`config.mk`:
```
export PLATFORM = sky130hd
export DESIGN_NAME = ubrg_top
export DESIGN_NICKNAME = d
export VERILOG_FILES = /design/src/design/ubrg_timer.v /design/src/design/ubrg_top.v
export VERILOG_INCLUDE_DIRS = /design/src /design/src/shared
export SDC_FILE = /design/constraint.sdc
export NUM_CORES = 1
export LEC_CHECK = 0
export ABC_AREA = 1
export BUFFER_PORTS_ARGS = -buffer_cell sky130_fd_sc_hd__buf_2
export CELL_PAD_IN_SITES_DETAIL_PLACEMENT = 1
export CELL_PAD_IN_SITES_GLOBAL_PLACEMENT = 1
export CORE_ASPECT_RATIO = 1.75
export CORE_MARGIN = 1.5
export CORE_UTILIZATION = 40
export CTS_CLUSTER_SIZE = 8
export DETAILED_ROUTE_END_ITERATION = 12
export GPL_ROUTABILITY_DRIVEN = 0
export HOLD_SLACK_MARGIN = 0.15
export MAX_ROUTING_LAYER = met4
export PLACE_DENSITY_LB_ADDON = 0.25
export SLEW_MARGIN = 10
export SYNTH_ARGS = -nofsm -noshare
export SYNTH_HDL_FRONTEND = slang
export SYNTH_SLANG_ARGS = --single-unit
export TNS_END_PERCENT = 100
```
`constraint.sdc`:
```
create_clock -name hclk -period 3.3 [get_ports hclk]
set_clock_uncertainty 0.15 [all_clocks]
set_input_delay 0.495 -clock hclk [delete_from_list [all_inputs] [get_ports hclk]]
set_output_delay 0.495 -clock hclk [all_outputs]
set_load 0.005 [all_outputs]
```
`src/shared/ubrg_defines.vh`:
```
// Summary of operation
// - One divisor timer, 8 or 16 bits wide, paces async and sync serial.
// - Reset leaves 8-bit mode; wide_divisor_select bit chooses 16-bit mode.
// - Timer runs freely, period set by the low register, or the high and low pair in 16-bit mode.
// - Async multiplier depends on high_rate_select and wide_divisor_select.
// - Sync mode ignores high_rate_select; multiplier is 4 whatever the width select.
// - Writing either divisor register clears the timer at once.
// - Rate is Fosc/(k(n+1)), k 64, 16 or 4 by mode.
// - Low register holds divisor bits 7..0, high register bits 15..8.
// - high_rate_select is transmit control bit 2, sync select bit 4.
// - Baud control bits 5 and 2 read zero and ignore writes.
`ifndef UBRG_DEFINES_VH
`define UBRG_DEFINES_VH

`define UBRG_OFF_BAUD_CONTROL 3'h0
`define UBRG_OFF_RX_CONTROL 3'h1
`define UBRG_OFF_DIV_LOW 3'h2
`define UBRG_OFF_DIV_HIGH 3'h3
`define UBRG_OFF_TX_CONTROL 3'h4
`define UBRG_OFF_LAST 3'h4

`define UBRG_BC_OVF_BIT 7
`define UBRG_BC_IDLE_BIT 6
`define UBRG_BC_POL_BIT 4
`define UBRG_BC_WIDE_BIT 3
`define UBRG_BC_WUE_BIT 1
`define UBRG_BC_AUTO_RATE_ENABLE_BIT 0
`define UBRG_TX_HIGH_BIT 2
`define UBRG_TX_SYNC_BIT 4
`define UBRG_TX_EMPTY_BIT 1

`define UBRG_RST_BYTE 8'h00
`define UBRG_RST_WORD 32'h00000000

`define UBRG_SEL_K64 2'h0
`define UBRG_SEL_K16 2'h1
`define UBRG_SEL_K4 2'h2
`define UBRG_K64_MAX 6'h3F
`define UBRG_K16_MAX 6'h0F
`define UBRG_K4_MAX 6'h03
`define UBRG_ABD_EDGES 3'h5
`define UBRG_ABD_RAW_MAX 24'hFFFFFF

`endif

```
`src/design/ubrg_timer.v`:
```
`timescale 1ns/1ps
`default_nettype none
`include "ubrg_defines.vh"
module ubrg_timer (
  // Clock and reset
  input wire hclk,
  input wire hresetn,
  input wire ce,
  // Control
  input wire clear,
  input wire wide,
  input wire [1:0] rate_sel,
  input wire [15:0] divisor,
  // Rate output
  output reg tick_reg
);
  reg [5:0] prescale_reg;
  reg [15:0] count_reg;
  reg [5:0] prescale_max;
  reg count_hit;

  always @* begin
    case (rate_sel)
      `UBRG_SEL_K64: prescale_max = `UBRG_K64_MAX;
      `UBRG_SEL_K16: prescale_max = `UBRG_K16_MAX;
      default: prescale_max = `UBRG_K4_MAX;
    endcase
  end

  // Narrow mode compares low byte only, so stale high bits do no harm
  always @* begin
    if (wide) begin
      count_hit = (count_reg == divisor);
    end else begin
      count_hit = (count_reg[7:0] == divisor[7:0]);
    end
  end

  always @(posedge hclk or negedge hresetn) begin
    if (!hresetn) begin
      prescale_reg <= 6'h00;
      count_reg <= 16'h0000;
      tick_reg <= 1'b0;
    end else if (ce) begin
      if (clear) begin
        prescale_reg <= 6'h00;
        count_reg <= 16'h0000;
        tick_reg <= 1'b0;
      end else begin
        tick_reg <= 1'b0;
        if (prescale_reg == prescale_max) begin
          prescale_reg <= 6'h00;
          if (count_hit) begin
            count_reg <= 16'h0000;
            tick_reg <= 1'b1;
          end else begin
            count_reg <= count_reg + 16'h0001;
          end
        end else begin
          prescale_reg <= prescale_reg + 6'h01;
        end
      end
    end
  end
endmodule // ubrg_timer
`default_nettype wire

```
`src/design/ubrg_top.v`:
```
`timescale 1ns/1ps
`default_nettype none
`include "ubrg_defines.vh"
module ubrg_top (
  // Clock, reset, enable
  input wire hclk,
  input wire hresetn,
  input wire ce,
  // AHB-Lite slave
  input wire hsel,
  input wire [31:0] haddr,
  input wire [1:0] htrans,
  input wire hwrite,
  input wire [2:0] hsize,
  input wire [31:0] hwdata,
  input wire hready,
  output reg [31:0] hrdata,
  output reg hreadyout,
  output reg hresp,
  // Serial logic side
  input wire rx_pin,
  input wire tx_data_in,
  input wire receiver_idle_flag,
  input wire transmit_shift_empty,
  input wire receive_interrupt_flag_clear,
  output wire rate_tick,
  output reg tx_data_out,
  output reg sample_on_rising,
  output reg receive_interrupt_flag,
  output reg [7:0] receive_status_control_reg,
  output reg [7:0] transmit_status_control_reg
);
  localparam ABD_IDLE = 2'h0;
  localparam ABD_WAIT = 2'h1;
  localparam ABD_MEAS = 2'h2;

  // Baud control fields and divisor registers
  reg pol_reg;
  reg wide_reg;
  reg wue_reg;
  reg auto_rate_enable_reg;
  reg ovf_reg;
  reg [7:0] div_low_reg;
  reg [7:0] div_high_reg;

  // Bus pipeline
  reg wr_pend_reg;
  reg rd_pend_reg;
  reg hit_reg;
  reg [2:0] idx_reg;

  // Receive pin synchroniser and edge detect
  reg rx_meta_reg;
  reg rx_sync_reg;
  reg rx_prev_reg;

  // Auto-rate measurement
  reg [1:0] abd_state_reg;
  reg [23:0] abd_raw_reg;
  reg [2:0] abd_edges_reg;

  wire addr_phase;
  wire addr_hit;
  wire rx_fall;
  wire rx_rise;
  wire sync_mode;
  wire [1:0] rate_sel;
  wire wr_bc;
  wire wr_div;
  wire wr_cfg;
  wire abd_done;
  wire [23:0] abd_quot;
  wire [23:0] abd_div;
  wire abd_fits;
  reg timer_clear;
  reg [7:0] rd_byte;

  function [1:0] ubrg_rate_sel;
    input sync;
    input wide;
    input high;
    begin
      if (sync) begin
        ubrg_rate_sel = `UBRG_SEL_K4;
      end else if (!wide && !high) begin
        ubrg_rate_sel = `UBRG_SEL_K64;
      end else if (wide && high) begin
        ubrg_rate_sel = `UBRG_SEL_K4;
      end else begin
        ubrg_rate_sel = `UBRG_SEL_K16;
      end
    end
  endfunction

  // Eight bit times of a 0x55 character, divided by 8k
  function [23:0] ubrg_abd_scale;
    input [23:0] raw;
    input [1:0] sel;
    begin
      case (sel)
        `UBRG_SEL_K64: ubrg_abd_scale = {9'h000, raw[23:9]};
        `UBRG_SEL_K16: ubrg_abd_scale = {7'h00, raw[23:7]};
        default: ubrg_abd_scale = {5'h00, raw[23:5]};
      endcase
    end
  endfunction

  assign addr_phase = hsel && htrans[1] && hready;
  assign addr_hit = (haddr[31:5] == 27'h0000000) &&
                    (haddr[1:0] == 2'h0) &&
                    (haddr[4:2] <= `UBRG_OFF_LAST);
  assign sync_mode = transmit_status_control_reg[`UBRG_TX_SYNC_BIT];
  assign rate_sel = ubrg_rate_sel(sync_mode, wide_reg,
    transmit_status_control_reg[`UBRG_TX_HIGH_BIT]);
  assign rx_fall = rx_prev_reg && !rx_sync_reg;
  assign rx_rise = !rx_prev_reg && rx_sync_reg;
  assign wr_bc = wr_pend_reg && hit_reg &&
                 (idx_reg == `UBRG_OFF_BAUD_CONTROL);
  assign wr_div = wr_pend_reg && hit_reg &&
                  ((idx_reg == `UBRG_OFF_DIV_LOW) ||
                   (idx_reg == `UBRG_OFF_DIV_HIGH));
  assign wr_cfg = wr_pend_reg && hit_reg &&
                  (idx_reg == `UBRG_OFF_TX_CONTROL);
  assign abd_done = (abd_state_reg == ABD_MEAS) && rx_rise &&
                    (abd_edges_reg == `UBRG_ABD_EDGES - 3'h1);
  assign abd_quot = ubrg_abd_scale(abd_raw_reg, rate_sel);
  assign abd_div = abd_quot - 24'h000001;
  assign abd_fits = (abd_quot != 24'h000000) &&
                    (wide_reg ? (abd_div[23:16] == 8'h00)
                              : (abd_div[23:8] == 16'h0000));

  // Mode changes also restart the count so a shorter period is not missed
  always @* begin
    timer_clear = wr_div || wr_bc || wr_cfg || abd_done;
  end

  ubrg_timer u_timer (
    .hclk(hclk),
    .hresetn(hresetn),
    .ce(ce),
    .clear(timer_clear),
    .wide(wide_reg),
    .rate_sel(rate_sel),
    .divisor({div_high_reg, div_low_reg}),
    .tick_reg(rate_tick)
  );

  always @* begin
    rd_byte = 8'h00;
    case (idx_reg)
      `UBRG_OFF_BAUD_CONTROL: begin
        rd_byte[`UBRG_BC_OVF_BIT] = ovf_reg;
        rd_byte[`UBRG_BC_IDLE_BIT] = receiver_idle_flag;
        rd_byte[`UBRG_BC_POL_BIT] = pol_reg;
        rd_byte[`UBRG_BC_WIDE_BIT] = wide_reg;
        rd_byte[`UBRG_BC_WUE_BIT] = wue_reg;
        rd_byte[`UBRG_BC_AUTO_RATE_ENABLE_BIT] = auto_rate_enable_reg;
      end
      `UBRG_OFF_RX_CONTROL: rd_byte = receive_status_control_reg;
      `UBRG_OFF_DIV_LOW: rd_byte = div_low_reg;
      `UBRG_OFF_DIV_HIGH: rd_byte = div_high_reg;
      `UBRG_OFF_TX_CONTROL: begin
        rd_byte = transmit_status_control_reg;
        rd_byte[`UBRG_TX_EMPTY_BIT] = transmit_shift_empty;
      end
      default: rd_byte = 8'h00;
    endcase
    if (!hit_reg) begin
      rd_byte = 8'h00;
    end
  end

  // Bus: writes take no wait state, reads take one
  always @(posedge hclk or negedge hresetn) begin
    if (!hresetn) begin
      hrdata <= `UBRG_RST_WORD;
      hreadyout <= 1'b1;
      hresp <= 1'b0;
      wr_pend_reg <= 1'b0;
      rd_pend_reg <= 1'b0;
      hit_reg <= 1'b0;
      idx_reg <= 3'h0;
    end else if (ce) begin
      hresp <= 1'b0;
      wr_pend_reg <= 1'b0;
      if (rd_pend_reg) begin
        hrdata <= {24'h000000, rd_byte};
        hreadyout <= 1'b1;
        rd_pend_reg <= 1'b0;
      end else if (addr_phase) begin
        hit_reg <= addr_hit;
        idx_reg <= haddr[4:2];
        wr_pend_reg <= hwrite;
        rd_pend_reg <= !hwrite;
        hreadyout <= hwrite;
      end
    end
  end

  always @(posedge hclk or negedge hresetn) begin
    if (!hresetn) begin
      rx_meta_reg <= 1'b1;
      rx_sync_reg <= 1'b1;
      rx_prev_reg <= 1'b1;
    end else if (ce) begin
      rx_meta_reg <= rx_pin;
      rx_sync_reg <= rx_meta_reg;
      rx_prev_reg <= rx_sync_reg;
    end
  end

  // Software registers; bus writes win over hardware clears, auto-rate results win over bus writes
  always @(posedge hclk or negedge hresetn) begin
    if (!hresetn) begin
      pol_reg <= 1'b0;
      wide_reg <= 1'b0;
      wue_reg <= 1'b0;
      auto_rate_enable_reg <= 1'b0;
      ovf_reg <= 1'b0;
      div_low_reg <= `UBRG_RST_BYTE;
      div_high_reg <= `UBRG_RST_BYTE;
      receive_status_control_reg <= `UBRG_RST_BYTE;
      transmit_status_control_reg <= `UBRG_RST_BYTE;
    end else if (ce) begin
      if (wr_bc) begin
        pol_reg <= hwdata[`UBRG_BC_POL_BIT];
        wide_reg <= hwdata[`UBRG_BC_WIDE_BIT];
        wue_reg <= hwdata[`UBRG_BC_WUE_BIT];
        auto_rate_enable_reg <= hwdata[`UBRG_BC_AUTO_RATE_ENABLE_BIT];
      end else begin
        if (wue_reg && !sync_mode && rx_fall) begin
          wue_reg <= 1'b0;
        end
        if (abd_done) begin
          auto_rate_enable_reg <= 1'b0;
        end
      end
      if (abd_done && !abd_fits) begin
        ovf_reg <= 1'b1;
      end else if (wr_bc && hwdata[`UBRG_BC_AUTO_RATE_ENABLE_BIT]) begin
        ovf_reg <= 1'b0;
      end
      if (abd_done && abd_fits) begin
        div_low_reg <= abd_div[7:0];
        if (wide_reg) begin
          div_high_reg <= abd_div[15:8];
        end
      end else if (wr_div && idx_reg == `UBRG_OFF_DIV_LOW) begin
        div_low_reg <= hwdata[7:0];
      end else if (wr_div) begin
        div_high_reg <= hwdata[7:0];
      end
      if (wr_pend_reg && hit_reg && idx_reg == `UBRG_OFF_RX_CONTROL) begin
        receive_status_control_reg <= hwdata[7:0];
      end
      if (wr_cfg) begin
        transmit_status_control_reg <= hwdata[7:0];
      end
    end
  end

  // Count from first to fifth rise of a 0x55 character: eight bit times
  always @(posedge hclk or negedge hresetn) begin
    if (!hresetn) begin
      abd_state_reg <= ABD_IDLE;
      abd_raw_reg <= 24'h000000;
      abd_edges_reg <= 3'h0;
    end else if (ce) begin
      case (abd_state_reg)
        ABD_IDLE: begin
          if (auto_rate_enable_reg && !sync_mode) begin
            abd_state_reg <= ABD_WAIT;
          end
        end
        ABD_WAIT: begin
          if (!auto_rate_enable_reg || sync_mode) begin
            abd_state_reg <= ABD_IDLE;
          end else if (rx_fall) begin
            abd_state_reg <= ABD_MEAS;
            abd_raw_reg <= 24'h000000;
            abd_edges_reg <= 3'h0;
          end
        end
        ABD_MEAS: begin
          if (!auto_rate_enable_reg || sync_mode || abd_done) begin
            abd_state_reg <= ABD_IDLE;
          end else begin
            if ((abd_edges_reg != 3'h0 || rx_rise) &&
                abd_raw_reg != `UBRG_ABD_RAW_MAX) begin
              abd_raw_reg <= abd_raw_reg + 24'h000001;
            end
            if (rx_rise) begin
              abd_edges_reg <= abd_edges_reg + 3'h1;
            end
          end
        end
        default: abd_state_reg <= ABD_IDLE;
      endcase
    end
  end

  // Serial outputs and wake-up flag
  always @(posedge hclk or negedge hresetn) begin
    if (!hresetn) begin
      tx_data_out <= 1'b1;
      sample_on_rising <= 1'b0;
      receive_interrupt_flag <= 1'b0;
    end else if (ce) begin
      tx_data_out <= sync_mode ? tx_data_in
                               : (tx_data_in ^ pol_reg);
      sample_on_rising <= sync_mode && pol_reg;
      if (wue_reg && !sync_mode && rx_fall) begin
        receive_interrupt_flag <= 1'b1;
      end else if (receive_interrupt_flag_clear) begin
        receive_interrupt_flag <= 1'b0;
      end
    end
  end
endmodule // ubrg_top
`default_nettype wire

```
==> impl_results.md <==
- Post-synth top area share: 37.0%
- Placed Area: 0.00786 mm^2
- Routed Antenna Nets: 0
- Layout Nets: 1206
- Root buf cell: clkbuf_16
- EDFF count, synth: 0
- Initial Util: 40.6%
- Largest register FFs: 24
- Post-DP HPWL: 18.3 mm
- Total leakage power: 4.25 nW
- H-tree depth: 3
- Post-synthesis cell type count: 46
- Final Hold Fails: 0
- Critical path class: flip-flop to flip-flop
- First-pass GRT wire length: 36.8 mm
- Clock sink total: 110
- Min setup slack post-route: 0.0702 ns
- CTS tree: built
- Worst setup EP type: flip-flop
- Vias in the first global route: 7285
- Die Ht: 179 um
- Share of cells above drive strength 1: 21.5%
- Worst Setup Start Kind: flip-flop
- WL per Instance: 17.7 um
- RSZ-0062 raised after global routing: true
- Seq/Total Area, Yosys: 38.9%
- Setup-failing EPs final: 0
- Fill count: 2300
- Dominant synthesized flop cell: dfrtp_1
- Drt total wl: 24.0 mm
- Peak supply drop: 220 uV
- PortBufs: 80
- Fmax: 310 MHz
- Slew HR: 53.3%
- Ports: 134
- Most numerous cell in the Yosys netlist: nand2_1
- Slew @ Worst Pin: 0.700 ns
- Core ar.: 0.0175 mm^2
- M1 WL: 8.41 mm
- Overflow after GRT: 0
- Critical path's largest stage delay: 0.45 ns
- Worst min path class: primary input to flip-flop
- Die area: 0.0186 mm^2
- Critical Path, Cell by Cell: ha_4, inv_2, nand2_1, buf_4, nor2_1, nor2_4, nand2_2, nor2_4, inv_2, nor2_4, nand2_1, nand2_1, nand2_2, buf_4, nor3_2, nand4_1, nand2_2, inv_4, nand3_1, nand2_1
- Post-Route Utilization: 49.1%
- # rows: 64
- Cell Area, Synth: 0.00709 mm^2
- Synth warn: 0
- Clock latency on the worst-skew pair: 0.37 ns
- Outcome: completed
- Clk buf depth: 2
- Met2 WL: 13.6 mm
- Vias: 7188
- Yosys top cell by area: dfrtp_1
- Synth Instances: 997
- CP required: 3.40 ns
- Max Cap Viol: 0
- Avg Inst Size Synth: 7.11 um^2
- CTS buffer count: 9
- Ys async rst share: 100%
- Largest cells by area after synthesis: dfrtp_1 (37%), nand2_1 (14%), inv_1 (6.1%)
- Slowest stage cell, crit path: dfrtp_2
- Max FO, Critical Path: 8
- DR DRC count: 0
- Post-layout instance area: 0.00857 mm^2
- N_diodes: 0
- Final Critical Period: 3.23 ns
- Clock-pin slew on the worst setup and hold paths: 0.08 ns
- Cell mode on critical path: nand2_1
- First-pass DRT Iterations: 4
- P&R area growth vs syn: 20.8%
- Synthesized flop and latch total: 110
- WL met3: 611 um
- Via/cell ratio: 5.31
- Pins Over Slew Limit: 0
- Fin crit share: 97.9%
- Commonest cells in the synthesized netlist: nand2_1 (273), inv_1 (116), dfrtp_1 (105)
- Critical path arrival: 3.33 ns
- Cell Pwr Density: 459 mW/mm^2
- Die W: 104 um
- Design Power: 0.00393 W
- Top layer in use: met4
- DRT iter0 DRCs: 205
- Pre-CTS WS: -0.0971 ns
- GRT Total Usage: 26.3%
- Initial antenna violation count: 0
- Largest net degree at the start of global routing: 53
[final timing paths]
| kind | start | end | slack, ns | cells after the start |
|---|---|---|---|---|
| setup / recovery | transmit_status_control_reg[2]$_DFFE_PN0P_ | div_high_reg[6]$_DFFE_PN0P_ | 0.07 | 20 |
| hold / removal | rx_pin | rx_meta_reg$_DFFE_PN1P_ | 0.18 | 3 |
| hold reg to reg | rx_meta_reg$_DFFE_PN1P_ | rx_meta_reg$_DFFE_PN1P_ | 0.32 | 2 |
| setup reg to reg | transmit_status_control_reg[2]$_DFFE_PN0P_ | div_high_reg[6]$_DFFE_PN0P_ | 0.07 | 20 |
| max in group asynchronous | hresetn | hreadyout$_DFFE_PN1P_ | 1.59 | 3 |
| min in group asynchronous | hresetn | u_timer.count_reg[2]$_DFFE_PN0P_ | 0.59 | 2 |
[layer usage]
layer,track usage [%],up-vias
met5,-,-
met4,14.4,0
met1,24.6,3512
met2,51.9,171
met3,3.02,66
li1,-,3439
[critical path, delay by kind of cell, from the launching register on]
kind	cells	cell delay, ns
adder cells (fa/ha/maj)	1	0.31
AND/OR/NAND/NOR	14	1.72
flip-flops	1	0.45
buffers and inverters	5	0.49
[cell usage in the layout (no fill, tap or decap), drive strengths merged, types with 3 or more instances in the layout]
cell type / netlist / final
nor3b: 3 / 3
xor2: 19 / 19
a21oi: 20 / 20
a31oi: 3 / 3
xnor2: 6 / 6
buf: 33 / 128
inv: 128 / 129
dfstp: 5 / 5
conb: 1 / 25
nand3: 94 / 95
o22ai: 6 / 6
a211oi: 6 / 6
a22oi: 3 / 3
nor2: 103 / 104
o21ai: 64 / 64
nor4: 11 / 11
a221oi: 6 / 6
nand4: 24 / 24
nor3: 35 / 35
or2: 6 / 6
clkbuf: 13 / 11
dfrtp: 105 / 105
nand2: 279 / 279
ha: 8 / 8
[logic make-up (layout without fill, tap and decap cells)]
logic type | count (synthesis) | in the layout | synth area share [%]
compound gates | 118 | 118 | 9.56
fa+ha+maj | 8 | 8 | 1.41
xor+xnor | 25 | 25 | 3.09
simple gates | 561 | 563 | 36.0
other cells | 1 | 25 | 0.0529
buf+inv | 174 | 274 | 11.0
flops | 110 | 110 | 38.9
[power breakdown]
group,switching (W),internal [W]
logic,0.000740,0.000405
clock network,0.000546,0.000596
registers,0.000142,0.00150
[layout make-up]
class,instances,area [um^2],area share (%)
multi-input combinational,739,3880,45.3
sequential,110,2760,32.2
timing repair buffer,130,852,9.95
inverter,128,488,5.70
tap,231,289,3.37
clock buffer,10,229,2.67
clock inverter,6,70.1,0.818
[metrics by stage]
step                cells  hold WS (ns)  TNS, ns
finish               1354         0.183        0
floorplan            1021        0.0494        0
global placement     1319         0.307  -0.0224
global route         1354         0.186   -0.816
detailed placement   1319         0.310   -0.728
CTS                  1339         0.182        0
[timing repair]
action | in CTS | in global routing
endpoints found under the hold margin | 46 | 0
resized for setup | 4 | 56
hold buffers | 1 | 0
buffers inserted | 2 | 13
gates cloned | 1 | 2
pin swaps | 2 | 17
setup endpoints to repair | 16 | 23
Note: power is estimated with default switching activity, not from simulation.
